`config.mk`:
```
export PLATFORM = sky130hd
export DESIGN_NAME = rbo_core
export DESIGN_NICKNAME = d
export VERILOG_FILES = /design/src/design/rbo_core_pad.sv /design/src/design/rbo_pkg.sv /design/src/design/rbo_core.sv
export SDC_FILE = /design/constraint.sdc
export NUM_CORES = 1
export LEC_CHECK = 0
export BUFFER_PORTS_ARGS = -buffer_cell sky130_fd_sc_hd__buf_2
export CAP_MARGIN = 20
export CORE_MARGIN = 3
export CORE_UTILIZATION = 25
export DETAILED_ROUTE_END_ITERATION = 8
export PLACE_DENSITY_LB_ADDON = 0.05
export SYNTH_ARGS = -nofsm -noshare
export SYNTH_HDL_FRONTEND = slang
export SYNTH_SLANG_ARGS = --single-unit
```
`constraint.sdc`:
```
create_clock -name core_clk_i -period 3.45 [get_ports core_clk_i]
set_clock_uncertainty 0.05 [all_clocks]
set_input_delay 0.69 -clock core_clk_i [delete_from_list [all_inputs] [get_ports core_clk_i]]
set_output_delay 0.69 -clock core_clk_i [all_outputs]
set_load 0.1 [all_outputs]
```
`src/design/rbo_core_pad.sv`:
```
`timescale 1ns/10ps
`default_nettype none
`default_nettype wire

```
`src/design/rbo_pkg.sv`:
```
package rbo_pkg;

	// ---------------------------------------------------------------
	// Register map, 16-bit data, word aligned offsets
	// ---------------------------------------------------------------
	localparam int ADDR_W = 8;
	localparam int DATA_W = 16;
	localparam logic [ADDR_W-1:0] OFS_CONTROL = 8'h00;
	localparam logic [ADDR_W-1:0] OFS_MODE_STATUS = 8'h04;
	localparam logic [ADDR_W-1:0] OFS_BOOT_STATUS = 8'h08;

	// Control register fields
	localparam int CTL_CLOCK_OUTPUT_DISABLE = 0;
	localparam int CTL_PMOVL_LO = 1;
	localparam int CTL_DMOVL_LO = 3;
	localparam int CTL_DATA_WAIT_STATES_LO = 5;
	localparam int CTL_WMODE = 8;
	localparam int CTL_W = 9;
	localparam logic [CTL_W-1:0] CTL_RESET = 9'h000;

	// Mode status register, cleared by every master reset
	localparam int MST_W = 7;
	localparam logic [MST_W-1:0] MST_RESET = 7'h00;

	// Boot status fields
	localparam int BST_MODE_LO = 0;
	localparam int BST_HOST = 4;
	localparam int BST_RUN = 5;
	localparam int BST_EXT = 6;
	localparam int BST_LOCK = 7;

	// ---------------------------------------------------------------
	// Mode pins C,B,A and boot behaviour
	// ---------------------------------------------------------------
	localparam logic [2:0] MODE_FULL_BYTE = 3'h0;
	localparam logic [2:0] MODE_FULL_NOBOOT = 3'h2;
	localparam logic [2:0] MODE_HOST_BYTE = 3'h4;
	localparam logic [2:0] MODE_HOST_PORT = 3'h5;
	localparam int MODE_C = 2;
	localparam int MODE_D = 3;
	localparam int BOOT_WORDS = 32;
	localparam int BOOT_CNT_W = 6;
	localparam logic [13:0] START_ADDR = 14'h0000;

	// ---------------------------------------------------------------
	// Overlay decode
	// ---------------------------------------------------------------
	localparam logic [1:0] OVL_INTERNAL = 2'h0;
	localparam logic [1:0] OVL_EXT1 = 2'h1;
	localparam logic [1:0] OVL_EXT2 = 2'h2;
	localparam int OVL_BANK_BIT = 13;
	localparam int WAIT_W = 3;
	localparam int WCNT_W = 4;

	// Lock time of the internal loop in clock input cycles
	localparam int LOCK_CYCLES = 2000;

	typedef enum {
		RBO_ST_RESET,
		RBO_ST_BUSREQ,
		RBO_ST_BYTE_BOOT,
		RBO_ST_HOST_BOOT,
		RBO_ST_RUN
	} rbo_boot_t;

endpackage

```
`src/design/rbo_core.sv`:
```
`timescale 1ns/10ps
`default_nettype none

module rbo_core #(
	parameter int LOCK_COUNT = rbo_pkg::LOCK_CYCLES
) (
	input wire logic core_clk_i,
	input wire logic rst_n_i,
	input wire logic clock_input_i,
	input wire logic master_reset_n_i,
	input wire logic [3:0] mode_pins_i,
	input wire logic bus_request_i,
	input wire logic byte_dma_word_done_i,
	input wire logic host_pm0_write_i,
	input wire logic host_ack_i,
	input wire logic pm_access_i,
	input wire logic [13:0] pm_addr_i,
	input wire logic dm_access_i,
	input wire logic [13:0] dm_addr_i,
	input wire logic [rbo_pkg::ADDR_W-1:0] reg_addr_i,
	input wire logic [rbo_pkg::DATA_W-1:0] reg_wdata_i,
	input wire logic reg_wr_i,
	input wire logic reg_rd_i,
	output logic [rbo_pkg::DATA_W-1:0] reg_rdata_o,
	output logic cycle_en_o,
	output logic cycle_clock_output_o,
	output logic pll_locked_o,
	output logic stack_empty_force_o,
	output logic irq_mask_all_o,
	output logic [rbo_pkg::MST_W-1:0] mode_status_register_o,
	output logic general_flag_two_o,
	output logic host_mode_o,
	output logic byte_dma_start_o,
	output logic [rbo_pkg::BOOT_CNT_W-1:0] byte_dma_count_o,
	output logic exec_run_o,
	output logic fetch_external_o,
	output logic [13:0] fetch_addr_o,
	output logic host_port_acknowledge_o,
	output logic host_port_acknowledge_oe_n_o,
	output logic [13:0] ext_addr_o,
	output logic ext_pm_sel_o,
	output logic ext_dm_sel_o,
	output logic dm_busy_o,
	output logic dm_done_o
);
	import rbo_pkg::*;

	localparam int LOCK_W = $clog2(LOCK_COUNT + 1);
	localparam logic [LOCK_W-1:0] LOCK_END = LOCK_W'(LOCK_COUNT);
	localparam int PIN_W = 6;

	// True when an address falls in an overlay window
	function automatic logic in_overlay(input logic [13:0] a);
		in_overlay = a[OVL_BANK_BIT];
	endfunction

	// External address for a given overlay and host/full mode
	function automatic logic [13:0] ovl_addr(input logic [1:0] sel,
			input logic [13:0] a, input logic host);
		logic [13:0] r;
		r = {(sel == OVL_EXT2), a[12:0]};
		if (host) begin
			r = {13'h0000, a[0]};
		end
		ovl_addr = r;
	endfunction

	// ---------------------------------------------------------------
	// Pin synchronisers
	// ---------------------------------------------------------------
	logic [PIN_W-1:0] pin_s1_q;
	logic [PIN_W-1:0] pin_s2_q;
	logic [PIN_W-1:0] pin_s3_q;
	logic [PIN_W-1:0] pin_q;
	logic clock_input_prev_q;
	logic mrst_prev_q;
	logic mrst;
	logic clock_input_f;

	// Three stages; a change is taken once stages two and three agree
	always_ff @(posedge core_clk_i or negedge rst_n_i) begin
		if (!rst_n_i) begin
			pin_s1_q <= '0;
			pin_s2_q <= '0;
			pin_s3_q <= '0;
			pin_q <= '0;
		end else begin
			pin_s1_q <= {clock_input_i, master_reset_n_i, mode_pins_i};
			pin_s2_q <= pin_s1_q;
			pin_s3_q <= pin_s2_q;
			pin_q <= (pin_s2_q & pin_s3_q) | (pin_q & (pin_s2_q ^ pin_s3_q));
		end
	end

	assign clock_input_f = pin_q[5];
	assign mrst = ~pin_q[4];

	// ---------------------------------------------------------------
	// Processor cycle generator
	// ---------------------------------------------------------------
	logic cyc_en_q;
	logic cyc_out_q;
	logic [LOCK_W-1:0] lock_cnt_q;
	logic lock_q;
	logic [CTL_W-1:0] ctl_q;

	// Only the power-on reset clears this; master reset leaves it running
	always_ff @(posedge core_clk_i or negedge rst_n_i) begin
		if (!rst_n_i) begin
			clock_input_prev_q <= 1'b0;
			cyc_en_q <= 1'b0;
		end else begin
			clock_input_prev_q <= clock_input_f;
			cyc_en_q <= clock_input_f ^ clock_input_prev_q;
		end
	end

	// Cycle clock output, gated by the disable bit
	always_ff @(posedge core_clk_i or negedge rst_n_i) begin
		if (!rst_n_i) begin
			cyc_out_q <= 1'b0;
		end else begin
			cyc_out_q <= (clock_input_f ^ clock_input_prev_q) & ~ctl_q[CTL_CLOCK_OUTPUT_DISABLE];
		end
	end

	// Lock counter; software sees it, the boot waits on it
	always_ff @(posedge core_clk_i or negedge rst_n_i) begin
		if (!rst_n_i) begin
			lock_cnt_q <= '0;
			lock_q <= 1'b0;
		end else if (!lock_q && clock_input_f && !clock_input_prev_q) begin
			lock_cnt_q <= lock_cnt_q + 1'b1;
			lock_q <= (lock_cnt_q + 1'b1) >= LOCK_END;
		end
	end

	// ---------------------------------------------------------------
	// Master reset and mode latch
	// ---------------------------------------------------------------
	logic [3:0] mode_q;
	logic mrst_q;
	logic flag2_q;
	logic host;
	logic release_p;

	assign release_p = mrst_prev_q & ~mrst;
	assign host = mode_q[MODE_C];

	// Track pins during reset, freeze at release so flag use is harmless
	always_ff @(posedge core_clk_i or negedge rst_n_i) begin
		if (!rst_n_i) begin
			mode_q <= '0;
			mrst_prev_q <= 1'b1;
			mrst_q <= 1'b1;
		end else begin
			mrst_prev_q <= mrst;
			mrst_q <= mrst;
			if (mrst) begin
				mode_q <= pin_q[3:0];
			end
		end
	end

	// Shared pin is flag two once out of reset
	always_ff @(posedge core_clk_i or negedge rst_n_i) begin
		if (!rst_n_i) begin
			flag2_q <= 1'b0;
		end else begin
			flag2_q <= mrst ? 1'b0 : pin_q[MODE_C];
		end
	end

	// ---------------------------------------------------------------
	// Register file
	// ---------------------------------------------------------------
	logic [MST_W-1:0] mst_q;
	logic [DATA_W-1:0] rdata_q;
	rbo_boot_t st_q;

	// Control register written by software
	always_ff @(posedge core_clk_i or negedge rst_n_i) begin
		if (!rst_n_i) begin
			ctl_q <= CTL_RESET;
		end else if (reg_wr_i && reg_addr_i == OFS_CONTROL) begin
			ctl_q <= reg_wdata_i[CTL_W-1:0];
		end
	end

	// Mode status; master reset wins over a write
	always_ff @(posedge core_clk_i or negedge rst_n_i) begin
		if (!rst_n_i) begin
			mst_q <= MST_RESET;
		end else if (mrst) begin
			mst_q <= MST_RESET;
		end else if (reg_wr_i && reg_addr_i == OFS_MODE_STATUS) begin
			mst_q <= reg_wdata_i[MST_W-1:0];
		end
	end

	// Read data valid one cycle after the strobe only
	always_ff @(posedge core_clk_i or negedge rst_n_i) begin
		if (!rst_n_i) begin
			rdata_q <= '0;
		end else begin
			rdata_q <= '0;
			if (reg_rd_i) begin
				case (reg_addr_i)
					OFS_CONTROL: rdata_q <= {{(DATA_W-CTL_W){1'b0}}, ctl_q};
					OFS_MODE_STATUS: rdata_q <= {{(DATA_W-MST_W){1'b0}}, mst_q};
					OFS_BOOT_STATUS: begin
						rdata_q <= '0;
						rdata_q[BST_MODE_LO +: 4] <= mode_q;
						rdata_q[BST_HOST] <= host;
						rdata_q[BST_RUN] <= (st_q == RBO_ST_RUN);
						rdata_q[BST_EXT] <= fetch_external_o;
						rdata_q[BST_LOCK] <= lock_q;
					end
					default: rdata_q <= '0;
				endcase
			end
		end
	end

	// ---------------------------------------------------------------
	// Boot sequencer
	// ---------------------------------------------------------------
	logic [BOOT_CNT_W-1:0] boot_cnt_q;
	logic dma_start_q;
	logic run_q;
	logic ext_q;

	// Pick the boot path from the latched strap
	always_ff @(posedge core_clk_i or negedge rst_n_i) begin
		if (!rst_n_i) begin
			st_q <= RBO_ST_RESET;
			boot_cnt_q <= '0;
			dma_start_q <= 1'b0;
			run_q <= 1'b0;
			ext_q <= 1'b0;
		end else if (mrst) begin
			st_q <= RBO_ST_RESET;
			boot_cnt_q <= '0;
			dma_start_q <= 1'b0;
			run_q <= 1'b0;
			ext_q <= 1'b0;
		end else begin
			dma_start_q <= 1'b0;
			case (st_q)
				RBO_ST_RESET, RBO_ST_BUSREQ: begin
					if (bus_request_i || !lock_q) begin
						st_q <= RBO_ST_BUSREQ;
					end else if (mode_q[2:0] == MODE_FULL_BYTE ||
							mode_q[2:0] == MODE_HOST_BYTE) begin
						st_q <= RBO_ST_BYTE_BOOT;
						dma_start_q <= 1'b1;
					end else if (mode_q[2:0] == MODE_HOST_PORT) begin
						st_q <= RBO_ST_HOST_BOOT;
					end else begin
						st_q <= RBO_ST_RUN;
						run_q <= 1'b1;
						// External start only in full mode
						ext_q <= (mode_q[2:0] == MODE_FULL_NOBOOT);
					end
				end
				RBO_ST_BYTE_BOOT: begin
					if (byte_dma_word_done_i) begin
						boot_cnt_q <= boot_cnt_q + 1'b1;
						if (boot_cnt_q == BOOT_CNT_W'(BOOT_WORDS - 1)) begin
							st_q <= RBO_ST_RUN;
							run_q <= 1'b1;
						end
					end
				end
				RBO_ST_HOST_BOOT: begin
					if (host_pm0_write_i) begin
						st_q <= RBO_ST_RUN;
						run_q <= 1'b1;
					end
				end
				RBO_ST_RUN: run_q <= 1'b1;
				default: st_q <= RBO_ST_RESET;
			endcase
		end
	end

	// ---------------------------------------------------------------
	// Host acknowledge pin
	// ---------------------------------------------------------------
	logic ack_q;
	logic ack_oe_n_q;

	// With D set, open drain drives only the high level and pull-down gives the low; with D clear, both levels are driven
	always_ff @(posedge core_clk_i or negedge rst_n_i) begin
		if (!rst_n_i) begin
			ack_q <= 1'b0;
			ack_oe_n_q <= 1'b1;
		end else begin
			ack_q <= host_ack_i;
			if (!host) begin
				ack_oe_n_q <= 1'b1;
			end else if (!mode_q[MODE_D]) begin
				ack_oe_n_q <= 1'b0;
			end else begin
				ack_oe_n_q <= ~host_ack_i;
			end
		end
	end

	// ---------------------------------------------------------------
	// Overlay decode and data wait states
	// ---------------------------------------------------------------
	logic [13:0] ext_addr_q;
	logic pm_sel_q;
	logic dm_sel_q;
	logic [WCNT_W-1:0] wcnt_q;
	logic busy_q;
	logic done_q;
	logic [1:0] pm_ovl;
	logic [1:0] dm_ovl;
	logic pm_ext;
	logic dm_ext;
	logic [WAIT_W-1:0] data_wait_states;
	logic [WCNT_W-1:0] wload;

	assign pm_ovl = ctl_q[CTL_PMOVL_LO +: 2];
	assign dm_ovl = ctl_q[CTL_DMOVL_LO +: 2];
	assign data_wait_states = ctl_q[CTL_DATA_WAIT_STATES_LO +: WAIT_W];
	// Overlay value 3 is unmapped and treated as internal
	assign pm_ext = in_overlay(pm_addr_i) &&
		(pm_ovl == OVL_EXT1 || pm_ovl == OVL_EXT2);
	assign dm_ext = in_overlay(dm_addr_i) &&
		(dm_ovl == OVL_EXT1 || dm_ovl == OVL_EXT2);
	// Wait mode doubles the field and adds one, up to fifteen
	assign wload = ctl_q[CTL_WMODE] ? {data_wait_states, 1'b1} : {1'b0, data_wait_states};

	// External address; data access takes the bus over program access
	always_ff @(posedge core_clk_i or negedge rst_n_i) begin
		if (!rst_n_i) begin
			ext_addr_q <= '0;
			pm_sel_q <= 1'b0;
			dm_sel_q <= 1'b0;
		end else begin
			pm_sel_q <= pm_access_i && pm_ext && !(dm_access_i && dm_ext);
			dm_sel_q <= dm_access_i && dm_ext && !busy_q;
			if (dm_access_i && dm_ext && !busy_q) begin
				ext_addr_q <= ovl_addr(dm_ovl, dm_addr_i, host);
			end else if (pm_access_i && pm_ext) begin
				ext_addr_q <= ovl_addr(pm_ovl, pm_addr_i, host);
			end
		end
	end

	// Access timing; requests during a stretch are ignored
	always_ff @(posedge core_clk_i or negedge rst_n_i) begin
		if (!rst_n_i) begin
			wcnt_q <= '0;
			busy_q <= 1'b0;
			done_q <= 1'b0;
		end else begin
			done_q <= 1'b0;
			if (busy_q) begin
				if (wcnt_q == '0) begin
					busy_q <= 1'b0;
					done_q <= 1'b1;
				end else begin
					wcnt_q <= wcnt_q - 1'b1;
				end
			end else if (dm_access_i && !dm_ext) begin
				done_q <= 1'b1;
			end else if (dm_access_i) begin
				busy_q <= 1'b1;
				wcnt_q <= wload;
			end
		end
	end

	// ---------------------------------------------------------------
	// Outputs
	// ---------------------------------------------------------------
	assign reg_rdata_o = rdata_q;
	assign cycle_en_o = cyc_en_q;
	assign cycle_clock_output_o = cyc_out_q;
	assign pll_locked_o = lock_q;
	assign stack_empty_force_o = mrst_q;
	assign irq_mask_all_o = mrst_q;
	assign mode_status_register_o = mst_q;
	assign general_flag_two_o = flag2_q;
	assign host_mode_o = host;
	assign byte_dma_start_o = dma_start_q;
	assign byte_dma_count_o = BOOT_CNT_W'(BOOT_WORDS);
	assign exec_run_o = run_q;
	assign fetch_external_o = ext_q;
	assign fetch_addr_o = START_ADDR;
	assign host_port_acknowledge_o = ack_q;
	assign host_port_acknowledge_oe_n_o = ack_oe_n_q;
	assign ext_addr_o = ext_addr_q;
	assign ext_pm_sel_o = pm_sel_q;
	assign ext_dm_sel_o = dm_sel_q;
	assign dm_busy_o = busy_q;
	assign dm_done_o = done_q;

endmodule // rbo_core

`default_nettype wire

```
### After elaboration in Yosys (flattened, before gate mapping)

Index checks and enable logic that the tools add are counted.

* $add $sub $neg: 3
* $lt $le $gt $ge: 1
* equality and inequality tests: 32
* multiplexer cells: 51
* bitwise gates (word level): 9
* reductions and logical operators: 32

Operators by type and width (number)
* $mux 32: 4
* $pmux 32 s4: 1
* $eq 32x2->1 const B: 2
* $mux 14: 4
* $eq 32x1->1 const B: 1
* $eq 32x3->1 const B: 1
* $eq 32x4->1 const B: 1
* $logic_not 32->1: 1
* $pmux 9 s3: 1
* $mux 1: 26
* $mux 4: 5
* $mux 6: 3
* $ne 3x3->1 const B: 6
* $mux 7: 2
* $ne 2x2->1 const B: 7
* $and 6x6->6: 2
* $add 11x1->11 const B: 1
* $ge 11x11->1 const B: 1
* $logic_and 1x1->1: 11
* $mux 3: 3
* $mux 9: 1
* $eq 8x3->1 const B: 1
* $eq 8x4->1 const B: 1
* $logic_not 8->1: 1
* other kinds (25): 41

* flip-flop bits (word level): 142
* bits of input ports: 68
* logic and storage cells: 156

### Depth between registers and ports, before layout

Gate-level depths: netlist of the first run.

* word-level depth: 7
* mapped depth: 7

### Worst setup path after synthesis of the first run

Ideal clock, no wire load.

* path kind: input port to flip-flop
* from: input reg_addr_i[5] (netlist bit)
* to: register mst_q[2], in the netlist mode_status_register_o[2]
* library setup time: 132 ps
* arrival: 1887 ps
* slack: 1381 ps
* cell stages on the path: 5
* path buffers: 0
* path through: or4_4 > nor3_4 > nand3_2 > mux2i_1 > nor2_1

* cells in the longest elaborated chain, start to end: 3

RTL lines
* from (decl): line rbo_core.sv:20 `input wire logic [rbo_pkg::ADDR_W-1:0] reg_addr_i,`
* $eq 8x3->1: line rbo_core.sv:196 `end else if (reg_wr_i && reg_addr_i == OFS_MODE_STATUS) begin`
* $logic_and 1x1->1: line rbo_core.sv:196
* $ne 2x1->1 (no line)
* to (signal assigned): line rbo_core.sv:197 `mst_q <= reg_wdata_i[MST_W-1:0];`
* to (decl): line rbo_core.sv:177 `logic [MST_W-1:0] mst_q;`

No other way between the ends.
A chain may end at the register's enable or synchronous reset.

### Worst setup path after layout of the first run

* from: register mode_q[2]
* to: output host_mode_o

RTL lines
* from (decl): line rbo_core.sv:141 `logic [3:0] mode_q;`
* from (signal assigned): line rbo_core.sv:160 `mode_q <= pin_q[3:0];`
* to (decl): line rbo_core.sv:32 `output logic host_mode_o,`

No word-level cell between the ends.

==> results of run 1 <==
## worst max-delay path by stage
stage / to / slack [ps]
finish: host_mode_o / 980
CTS: host_mode_o / 950
floorplan: mode_status_register_o[2]$_DFFE_PN0P_ / 1380
detailed placement: ext_addr_o[1]$_DFFE_PN0P_ / 990
global route: ext_addr_o[10]$_DFFE_PN0P_ / 790
global placement: reg_rdata_o[0]$_DFF_PN0_ / 1010
## power breakdown
| part | switching (mW) | total, mW | leakage [nW] | internal (mW) |
|---|---|---|---|---|
| clock network | 0.494 | 0.995 | 0.130 | 0.500 |
| registers | 0.155 | 1.55 | 1.37 | 1.40 |
| logic | 0.886 | 1.12 | 1.28 | 0.230 |
## cells by family after synthesis
kind of cell,Yosys count,synth area share
adder cells (fa/ha/maj),11,0.0294
flip-flops,106,0.567
XOR/XNOR,17,0.0318
AO/OA/AOI/OAI,73,0.0969
buffers and inverters,56,0.0681
other,2,0.00160
AND/OR/NAND/NOR,129,0.140
multiplexers,29,0.0657
## cell type report
| class | count | area share |
|---|---|---|
| clock buffer | 10 | 0.0404 |
| tap | 229 | 0.0506 |
| clock inverter | 6 | 0.00883 |
| multi-input combinational | 286 | 0.320 |
| timing repair buffer | 111 | 0.103 |
| sequential | 106 | 0.469 |
| inverter | 13 | 0.00861 |
## synthesized netlist by cell type (all sizes together)
master,n,area (sq um)
dfrtp,104,2600
nor2,43,161
buf,31,224
nand2,30,113
o21ai,21,105
a21oi,17,85.1
mux2i,15,150
nand3,15,92.6
mux2,14,158
a22oi,13,97.6
clkbuf,12,46.3
inv,12,45.0
ha,11,138
xor2,9,78.8
a21o,8,60.1
xnor2,8,70.1
nor2b,7,43.8
nor3,7,46.3
nand2b,5,31.3
nand4,5,31.3
and3,4,25.0
a211oi,3,22.5
a31oi,3,18.8
nand3b,3,22.5
nor4,3,18.8
and2,2,12.5
conb,2,7.51
dfstp,2,52.6
nor4b,2,23.8
o211ai,2,15.0
o31a,2,17.5
a221oi,1,8.76
a32oi,1,8.76
clkinv,1,3.75
nor3b,1,12.5
nor4bb,1,10.0
o22ai,1,6.26
o41ai,1,8.76
or4,1,11.3
## per-layer routing
layer	up-vias	GRT usage
li1	1616	-
met1	1608	0.154
met2	98	0.178
met3	10	0.0352
met4	4	0.0315
met5	-	0
## registers in the layout, indices dropped and copies added, names as in the netlist, 3 cells and up
signal / count
reg_rdata_o: 9
ext_addr_o: 14
st_q: 3
boot_cnt_q: 6
lock_cnt_q: 11
ctl_q: 9
pin_s2_q: 6
pin_q: 6
mode_q: 4
pin_s1_q: 6
pin_s3_q: 6
mode_status_register_o: 7
wcnt_q: 4
## metrics by stage
step / worst slack (ps) / area, sq um / cells / power, mW
finish: 976 / 5670 / 761 / 3.66
detailed placement: 988 / 5390 / 745 / 2.70
global placement: 1010 / 5390 / 745 / 2.70
floorplan: 1380 / 4780 / 448 / 2.49
CTS: 946 / 5670 / 761 / 3.72
global route: 791 / 5670 / 761 / 3.86
==> results.yml, run 1 <==
sta:
  finalHoldViolCount: 0
  fmax_mhz: 404
  layout_min_cycle_time_ps: 2470
  timing.slew.headroom: 0.387
  final.setup.tns_ps: 0
  post-route-period-util: 0.717
  setup_viol: 0
  timing.hold.ws_ps: 301
  slew_violations: 0
  rsz0062_at_grt: "false"
  tightest_slew_ps: 918
power_and_ir_drop:
  powerDensity_mw_per_mm2: 646
  leakage_nw: 2.78
  ir_drop_uv: 268
clock_tree:
  path_clk_slew_ps: 80
  cts_tree: "built"
  clock-sinks: 106
  cts.htree.levels: 3
  cts_root_buf: "clkbuf_16"
  cts_resized: 0
  clock_path_buffers: 2
  ctsHoldBuffers: 0
  post_cts_buffers: 0
  clkLatencyLatePin_ps: 350
  cts_buffers: 9
final_layout:
  area_delta_synth_final_pct: 20.9
  layout_common_cells: "buf_2, dfrtp_1, nor2_1, nand2_1, conb_1"
  ff_latch_area_sq_mm: 0.00266
  multi_input_comb_area_sq_mm: 0.00181
  diodes: 0
  nets: 606
  drive_gt1_frac: 0.278
  final_common_cell: "buf_2"
  post-route-util: 0.311
  fillers: 1897
run_status:
  run_status: "complete, no violations"
detailed_routing:
  antenna_left: 0
  top_layer: "met5"
  wirelength_um: 11400
  vias: 3336
  first_pass_iters: 4
  wl_met2_um: 5190
  met1Wirelength_um: 5320
  drt_iter0_drc: 164
  remaining_drc_errors: 0
  vias_per_cell: 4.38
  wl_per_cell_um: 15.0
  wl_met3_um: 775
synth:
  synth_seq_cells: 106
  synth_cell_types: 46
  yosys_warnings: 0
  seq_area_frac_synth: 0.567
  synth_area_sq_mm: 0.00469
  syn_avg_cell_area_sq_um: 11.1
  synth_cells: 423
worst_setup_path:
  worst_ep_required_time_ps: 2710
  startpoint: "mode_q[2]$_DFFE_PN0N_"
  worstPathMaxFanout: 20
  cp_slowest_cell: "dfrtp_1"
  reg2regPathDepth: 6
  worstReg2RegEnd: "ext_addr_o[1]$_DFFE_PN0P_"
  arrival_ps: 1730
  path_class: "reg -> out"
  rrSetupSlack_ps: 1060
  crit_cells: 1
  crit_family: "flip-flops"
  cpPeakStageDelay_ps: 830
  crit_chain: "buf_2"
  critPathLaunchType: "flip-flop"
  rr_startpoint: "ctl_q[3]$_DFFE_PN0P_"
  endpoint_kind: "output pin"
  crit_buf_inv: 1
place:
  port_buffers: 106
  place.gp.congestion: 0.765
  hpwl_um: 8310
flow_run:
  cap_violations: 0
floorplanning:
  pin_count: 141
  fp.dieW_um: 143
  dieHeight_um: 143
  coreArea_sq_mm: 0.0182
  core.rowCount: 49
  die-area_sq_mm: 0.0204
  initial_utilization: 0.257
global_routing:
  first_global_vias: 3366
  grt.total_usage: 0.114
  grt-ovfl-total: 0
  grt_max_degree: 51
  antenna_found_initial: 2
  grt_pass1_wl_um: 18100
worst_hold_path:
  min_delay_worst_endpoint: "pin_s2_q[3]$_DFF_PN0_"
  hold_depth: 0
  min_path_type: "reg -> reg"
  hp-start: "pin_s1_q[3]$_DFF_PN0_"
(Power assumes the default switching activity.)
==> run 2, diff against run 1 <==
==> constraint.sdc (replaced) <==
create_clock -name core_clk_i -period 2 [get_ports core_clk_i]
set_clock_uncertainty 0.05 [all_clocks]
set_input_delay 0.4 -clock core_clk_i [delete_from_list [all_inputs] [get_ports core_clk_i]]
set_output_delay 0.4 -clock core_clk_i [all_outputs]
set_load 0.1 [all_outputs]
==> results.yml, run 2 (synthesis results as in run 1) <==
final_layout:
  largest_reg_flops: 14
  fillers: 1875
  layout_common_cells: "dfrtp_1, buf_2, nor2_1, nand2_1, conb_1"
  post-route-util: 0.319
  diodes: 0
  nets: 618
  drive_gt1_frac: 0.292
  area_delta_synth_final_pct: 23.8
floorplanning:
  coreArea_sq_mm: 0.0182
  core.rowCount: 49
  pin_count: 141
  fp.dieW_um: 143
  dieHeight_um: 143
  initial_utilization: 0.257
  die-area_sq_mm: 0.0204
sta:
  setup_viol: 0
  rsz0062_at_grt: "true"
  layout_min_cycle_time_ps: 1850
  finalHoldViolCount: 0
  post-route-period-util: 0.927
  tightest_slew_ps: 565
  slew_violations: 0
  timing.slew.headroom: 0.623
  fmax_mhz: 539
clock_tree:
  clkLatencyLatePin_ps: 350
  cts_root_buf: "clkbuf_16"
  cts_tree: "built"
  cts.htree.levels: 3
  clock-sinks: 106
  clock_path_buffers: 2
  cts_buffers: 9
  path_clk_slew_ps: 70
global_routing:
  grt.total_usage: 0.116
  grt_pass1_wl_um: 18100
  grt-ovfl-total: 0
  grt_max_degree: 60
  first_global_vias: 3318
  antenna_found_initial: 1
worst_setup_path:
  crit_family: "simple AND/OR/NAND/NOR gates"
  cpPeakStageDelay_ps: 470
  crit_buf_inv: 1
  critPathLaunchType: "flip-flop"
  worst_ep_required_time_ps: 2210
  arrival_ps: 2070
  worstPathMaxFanout: 13
  path_class: "reg -> reg"
  endpoint_kind: "flip-flop"
  crit_chain: "inv_1 -> ha_1 -> nand3b_1 -> nor2_2 -> a22oi_1 -> o21ai_0"
  cp_slowest_cell: "nor2_2"
power_and_ir_drop:
  powerDensity_mw_per_mm2: 1110
  switching_power_mw: 2.58
  seqPwrFrac: 0.407
  clkPwrFrac: 0.278
  finalPower_mw: 6.44
  leakage_nw: 2.86
  ir_drop_uv: 431
  comb_power_share: 0.315
  p_int_mw: 3.86
  switching_share: 0.401
place:
  place.gp.congestion: 0.779
  port_buffers: 106
  hpwl_um: 8440
detailed_routing:
  wl_per_cell_um: 14.9
  drt_iter0_drc: 119
  vias_per_cell: 4.31
  remaining_drc_errors: 0
  wirelength_um: 11500
  first_pass_iters: 4
  vias: 3331
  antenna_left: 0
run_status:
  run_status: "complete, no violations"
flow_run:
  cap_violations: 0
worst_hold_path:
  min_path_type: "in -> reg"
[run 2: cell count changes in the layout (fill, tap and decap cells not counted), moves of 2 or more]
cell        delta
clkinvlp_4     -2
buf_12         +2
clkbuf_1       +2
clkinv_2       +2
inv_6          -3
buf_4         +10
[run 2: power groups by stage]
stage          registers (mW)  clock network [mW]  logic, mW
5_1_grt                  2.67                1.97       2.16
6_report                 2.62                1.79       2.03
4_1_cts                  2.63                1.88       2.05
3_5_place_dp             2.67                   0       2.04
3_3_place_gp             2.67                   0       2.03
2_1_floorplan            3.50                   0      0.803
[run 2: routing by layer]
layer,wire (um),vias up,GRT usage
li1,-,1634,-
met1,5240,1585,0.147
met2,5290,97,0.186
met3,773,13,0.0372
met4,175,2,0.0405
met5,13,-,0
[run 2: what timing repair did]
action,in CTS,in global routing
hold buffers,1,0
buffers inserted,0,2
gates resized for setup,2,0
setup endpoints to repair,13,13
hold endpoints to repair,1,0
pin swaps,0,1
[run 2: final timing paths]
path,slack (ps),cells after the start,start,end
min in group asynchronous,360,2,rst_n_i,ext_addr_o[5]$_DFFE_PN0P_
min reg2reg,300,0,pin_s1_q[0]$_DFF_PN0_,pin_s2_q[0]$_DFF_PN0_
max reg2reg,150,6,ctl_q[1]$_DFFE_PN0P_,ext_addr_o[1]$_DFFE_PN0P_
max,150,6,ctl_q[1]$_DFFE_PN0P_,ext_addr_o[1]$_DFFE_PN0P_
max in group asynchronous,990,3,rst_n_i,irq_mask_all_o$_DFF_PN1_
min,100,1,mode_pins_i[0],pin_s1_q[0]$_DFF_PN0_
[run 2: area by class of cell]
cell class | count | area (sq um) | share of cell area
Clock inverter | 3 | 40.0 | 0.00690
Tap cell | 229 | 287 | 0.0494
Inverter | 13 | 48.8 | 0.00841
Multi-Input combinational cell | 286 | 1820 | 0.313
Sequential cell | 106 | 2660 | 0.458
Timing Repair Buffer | 123 | 703 | 0.121
Clock buffer | 13 | 250 | 0.0431
[run 2: metrics by stage]
stage | instance area (sq um) | setup WS (ps) | setup TNS (ps) | hold WS (ps) | std cells
after floorplan | 4780 | 40.4 | 0 | 54.4 | 448
after global placement | 5480 | -80.0 | -1090 | 161 | 754
after detailed placement | 5480 | -157 | -1760 | 161 | 754
after CTS | 5790 | 66.5 | 0 | 81.5 | 771
after global routing | 5800 | -35.4 | -97.4 | 83.3 | 773
final | 5800 | 146 | 0 | 104 | 773
==> run 3, diff against run 2 <==
--- a/config.mk
+++ b/config.mk
@@ -8,7 +8,7 @@
 export BUFFER_PORTS_ARGS = -buffer_cell sky130_fd_sc_hd__buf_2
 export CAP_MARGIN = 20
 export CORE_MARGIN = 3
-export CORE_UTILIZATION = 25
+export CORE_UTILIZATION = 46
 export DETAILED_ROUTE_END_ITERATION = 8
 export PLACE_DENSITY_LB_ADDON = 0.05
 export SYNTH_ARGS = -nofsm -noshare
==> results.yml, run 3 (synthesis results as in run 1) <==
run_status:
  run_status: "complete, no violations"
final_layout:
  area_delta_synth_final_pct: 18.7
  stdcell_area_sq_mm: 0.00556
  post-route-util: 0.566
  drive_gt1_frac: 0.295
  largest_reg_flops: 14
  final_cells: 676
  nets: 617
  layout_common_cells: "dfrtp_1, buf_2, nor2_1, nand2_1, conb_1"
  fillers: 905
  diodes: 0
worst_setup_path:
  cpPeakStageDelay_ps: 450
  worstReg2RegEnd: "ext_addr_o[2]$_DFFE_PN0P_"
  critPathLaunchType: "flip-flop"
  rr_startpoint: "ctl_q[3]$_DFFE_PN0P_"
  crit_chain: "buf_4 -> buf_2"
  reg2regPathDepth: 7
  path_class: "reg -> out"
  worst_ep_required_time_ps: 1550
  worstPathMaxFanout: 11
  arrival_ps: 1390
  endpoint_kind: "output pin"
  crit_family: "buffers and inverters"
  rrSetupSlack_ps: 180
  cp_slowest_cell: "buf_2"
  crit_buf_inv: 2
clock_tree:
  cts.htree.levels: 3
  cts_root_buf: "clkbuf_8"
  cts_buffers: 9
  clock_path_buffers: 2
  clkLatencyLatePin_ps: 350
  cts_tree: "built"
  clock-sinks: 106
  path_clk_slew_ps: 110
place:
  numPlacedInstances: 653
  placed_area_sq_mm: 0.00533
  dpl_worst_slack_ps: -81.2
  place.gp.congestion: 0.823
  port_buffers: 106
  hpwl_um: 7140
sta:
  timing.hold.ws_ps: 88.1
  tightest_slew_ps: 536
  timing.slew.headroom: 0.641
  finalHoldViolCount: 0
  rsz0062_at_grt: "false"
  setup_viol: 0
  worst_slack_ps: 160
  fmax_mhz: 543
  slew_violations: 0
  post-route-period-util: 0.920
  layout_min_cycle_time_ps: 1840
  final.setup.tns_ps: 0
power_and_ir_drop:
  leakage_nw: 2.80
  ir_drop_uv: 517
  finalPower_mw: 5.83
  powerDensity_mw_per_mm2: 1050
floorplanning:
  coreArea_sq_mm: 0.00982
  dieHeight_um: 107
  pin_count: 141
  die-area_sq_mm: 0.0114
  fp.dieW_um: 107
  core.rowCount: 36
  initial_utilization: 0.477
detailed_routing:
  vias: 3391
  remaining_drc_errors: 0
  first_pass_iters: 4
  vias_per_cell: 5.02
  drt_iter0_drc: 146
  antenna_left: 0
  wirelength_um: 9900
  wl_per_cell_um: 14.6
global_routing:
  grt.total_usage: 0.177
  antenna_found_initial: 0
  first_global_vias: 3311
  grt_max_degree: 38
  grt_pass1_wl_um: 16000
  grt-ovfl-total: 0
worst_hold_path:
  min_delay_worst_endpoint: "pin_s1_q[3]$_DFF_PN0_"
  hp-start: "mode_pins_i[3]"
  min_path_type: "in -> reg"
  hold_depth: 1
flow_run:
  cap_violations: 0
==> run 3: cell count changes in the layout (fill, tap and decap cells not counted), sizes merged <==
cell      previous run  this run
bufinv               1         0
clkinvlp             0         1
clkbuf              13        10
buf                122       121
inv                 12        14
clkinv               3         4
==> run 3: layout make-up <==
type | instances | area [sq um] | share of cell area
Clock buffer | 10 | 128 | 0.0229
Clock inverter | 6 | 40.0 | 0.00720
Inverter | 13 | 48.8 | 0.00877
Multi-Input combinational cell | 286 | 1820 | 0.328
Sequential cell | 106 | 2660 | 0.477
Tap cell | 133 | 166 | 0.0299
Timing Repair Buffer | 122 | 699 | 0.126
==> run 3: routing by layer <==
metal,part of all wire,global-route usage
met2,0.47,0.283
met4,0.026,0.0813
met1,0.44,0.236
met5,0,0
met3,0.069,0.0343
==> run 3: how the worst max path moves through the flow <==
stage                                          from                               endpoint  slack [ps]  depth (start not counted)
after floorplan                 dm_busy_o$_DFF_PN0_             ext_addr_o[10]$_DFFE_PN0P_          40                          5
after global routing      lock_cnt_q[0]$_DFFE_PN0P_               pll_locked_o$_DFFE_PN0P_           6                          6
final                           dm_busy_o$_DFF_PN0_                              dm_busy_o         160                          2
after detailed placement       ctl_q[1]$_DFFE_PN0P_              ext_addr_o[2]$_DFFE_PN0P_         -80                          6
after global placement                reg_addr_i[5]  mode_status_register_o[1]$_DFFE_PN0P_         -40                          6
after CTS                      ctl_q[1]$_DFFE_PN0P_              ext_addr_o[3]$_DFFE_PN0P_         0.1                          6
==> run 3: power by group <==
part           internal [mW]  switching (mW)
sequential              2.41           0.217
clock                  0.457           0.721
combinational          0.439            1.58
total                   3.31            2.52
==> run 3: worst reg2reg max path, stage by stage (launching register included) <==
cell	delay, ps
dfrtp_1	380
inv_1	60
ha_1	350
nor4b_4	300
buf_6	180
buf_4	150
a22oi_1	90
o21ai_0	200
==> run 3: what timing repair did <==
item | 4_1_cts | 5_1_grt
buffers inserted | 0 | 6
hold buffers | 1 | 0
endpoints found under the setup margin | 13 | 16
gates resized for setup | 2 | 2
pin swaps | 0 | 1
endpoints found under the hold margin | 14 | 0
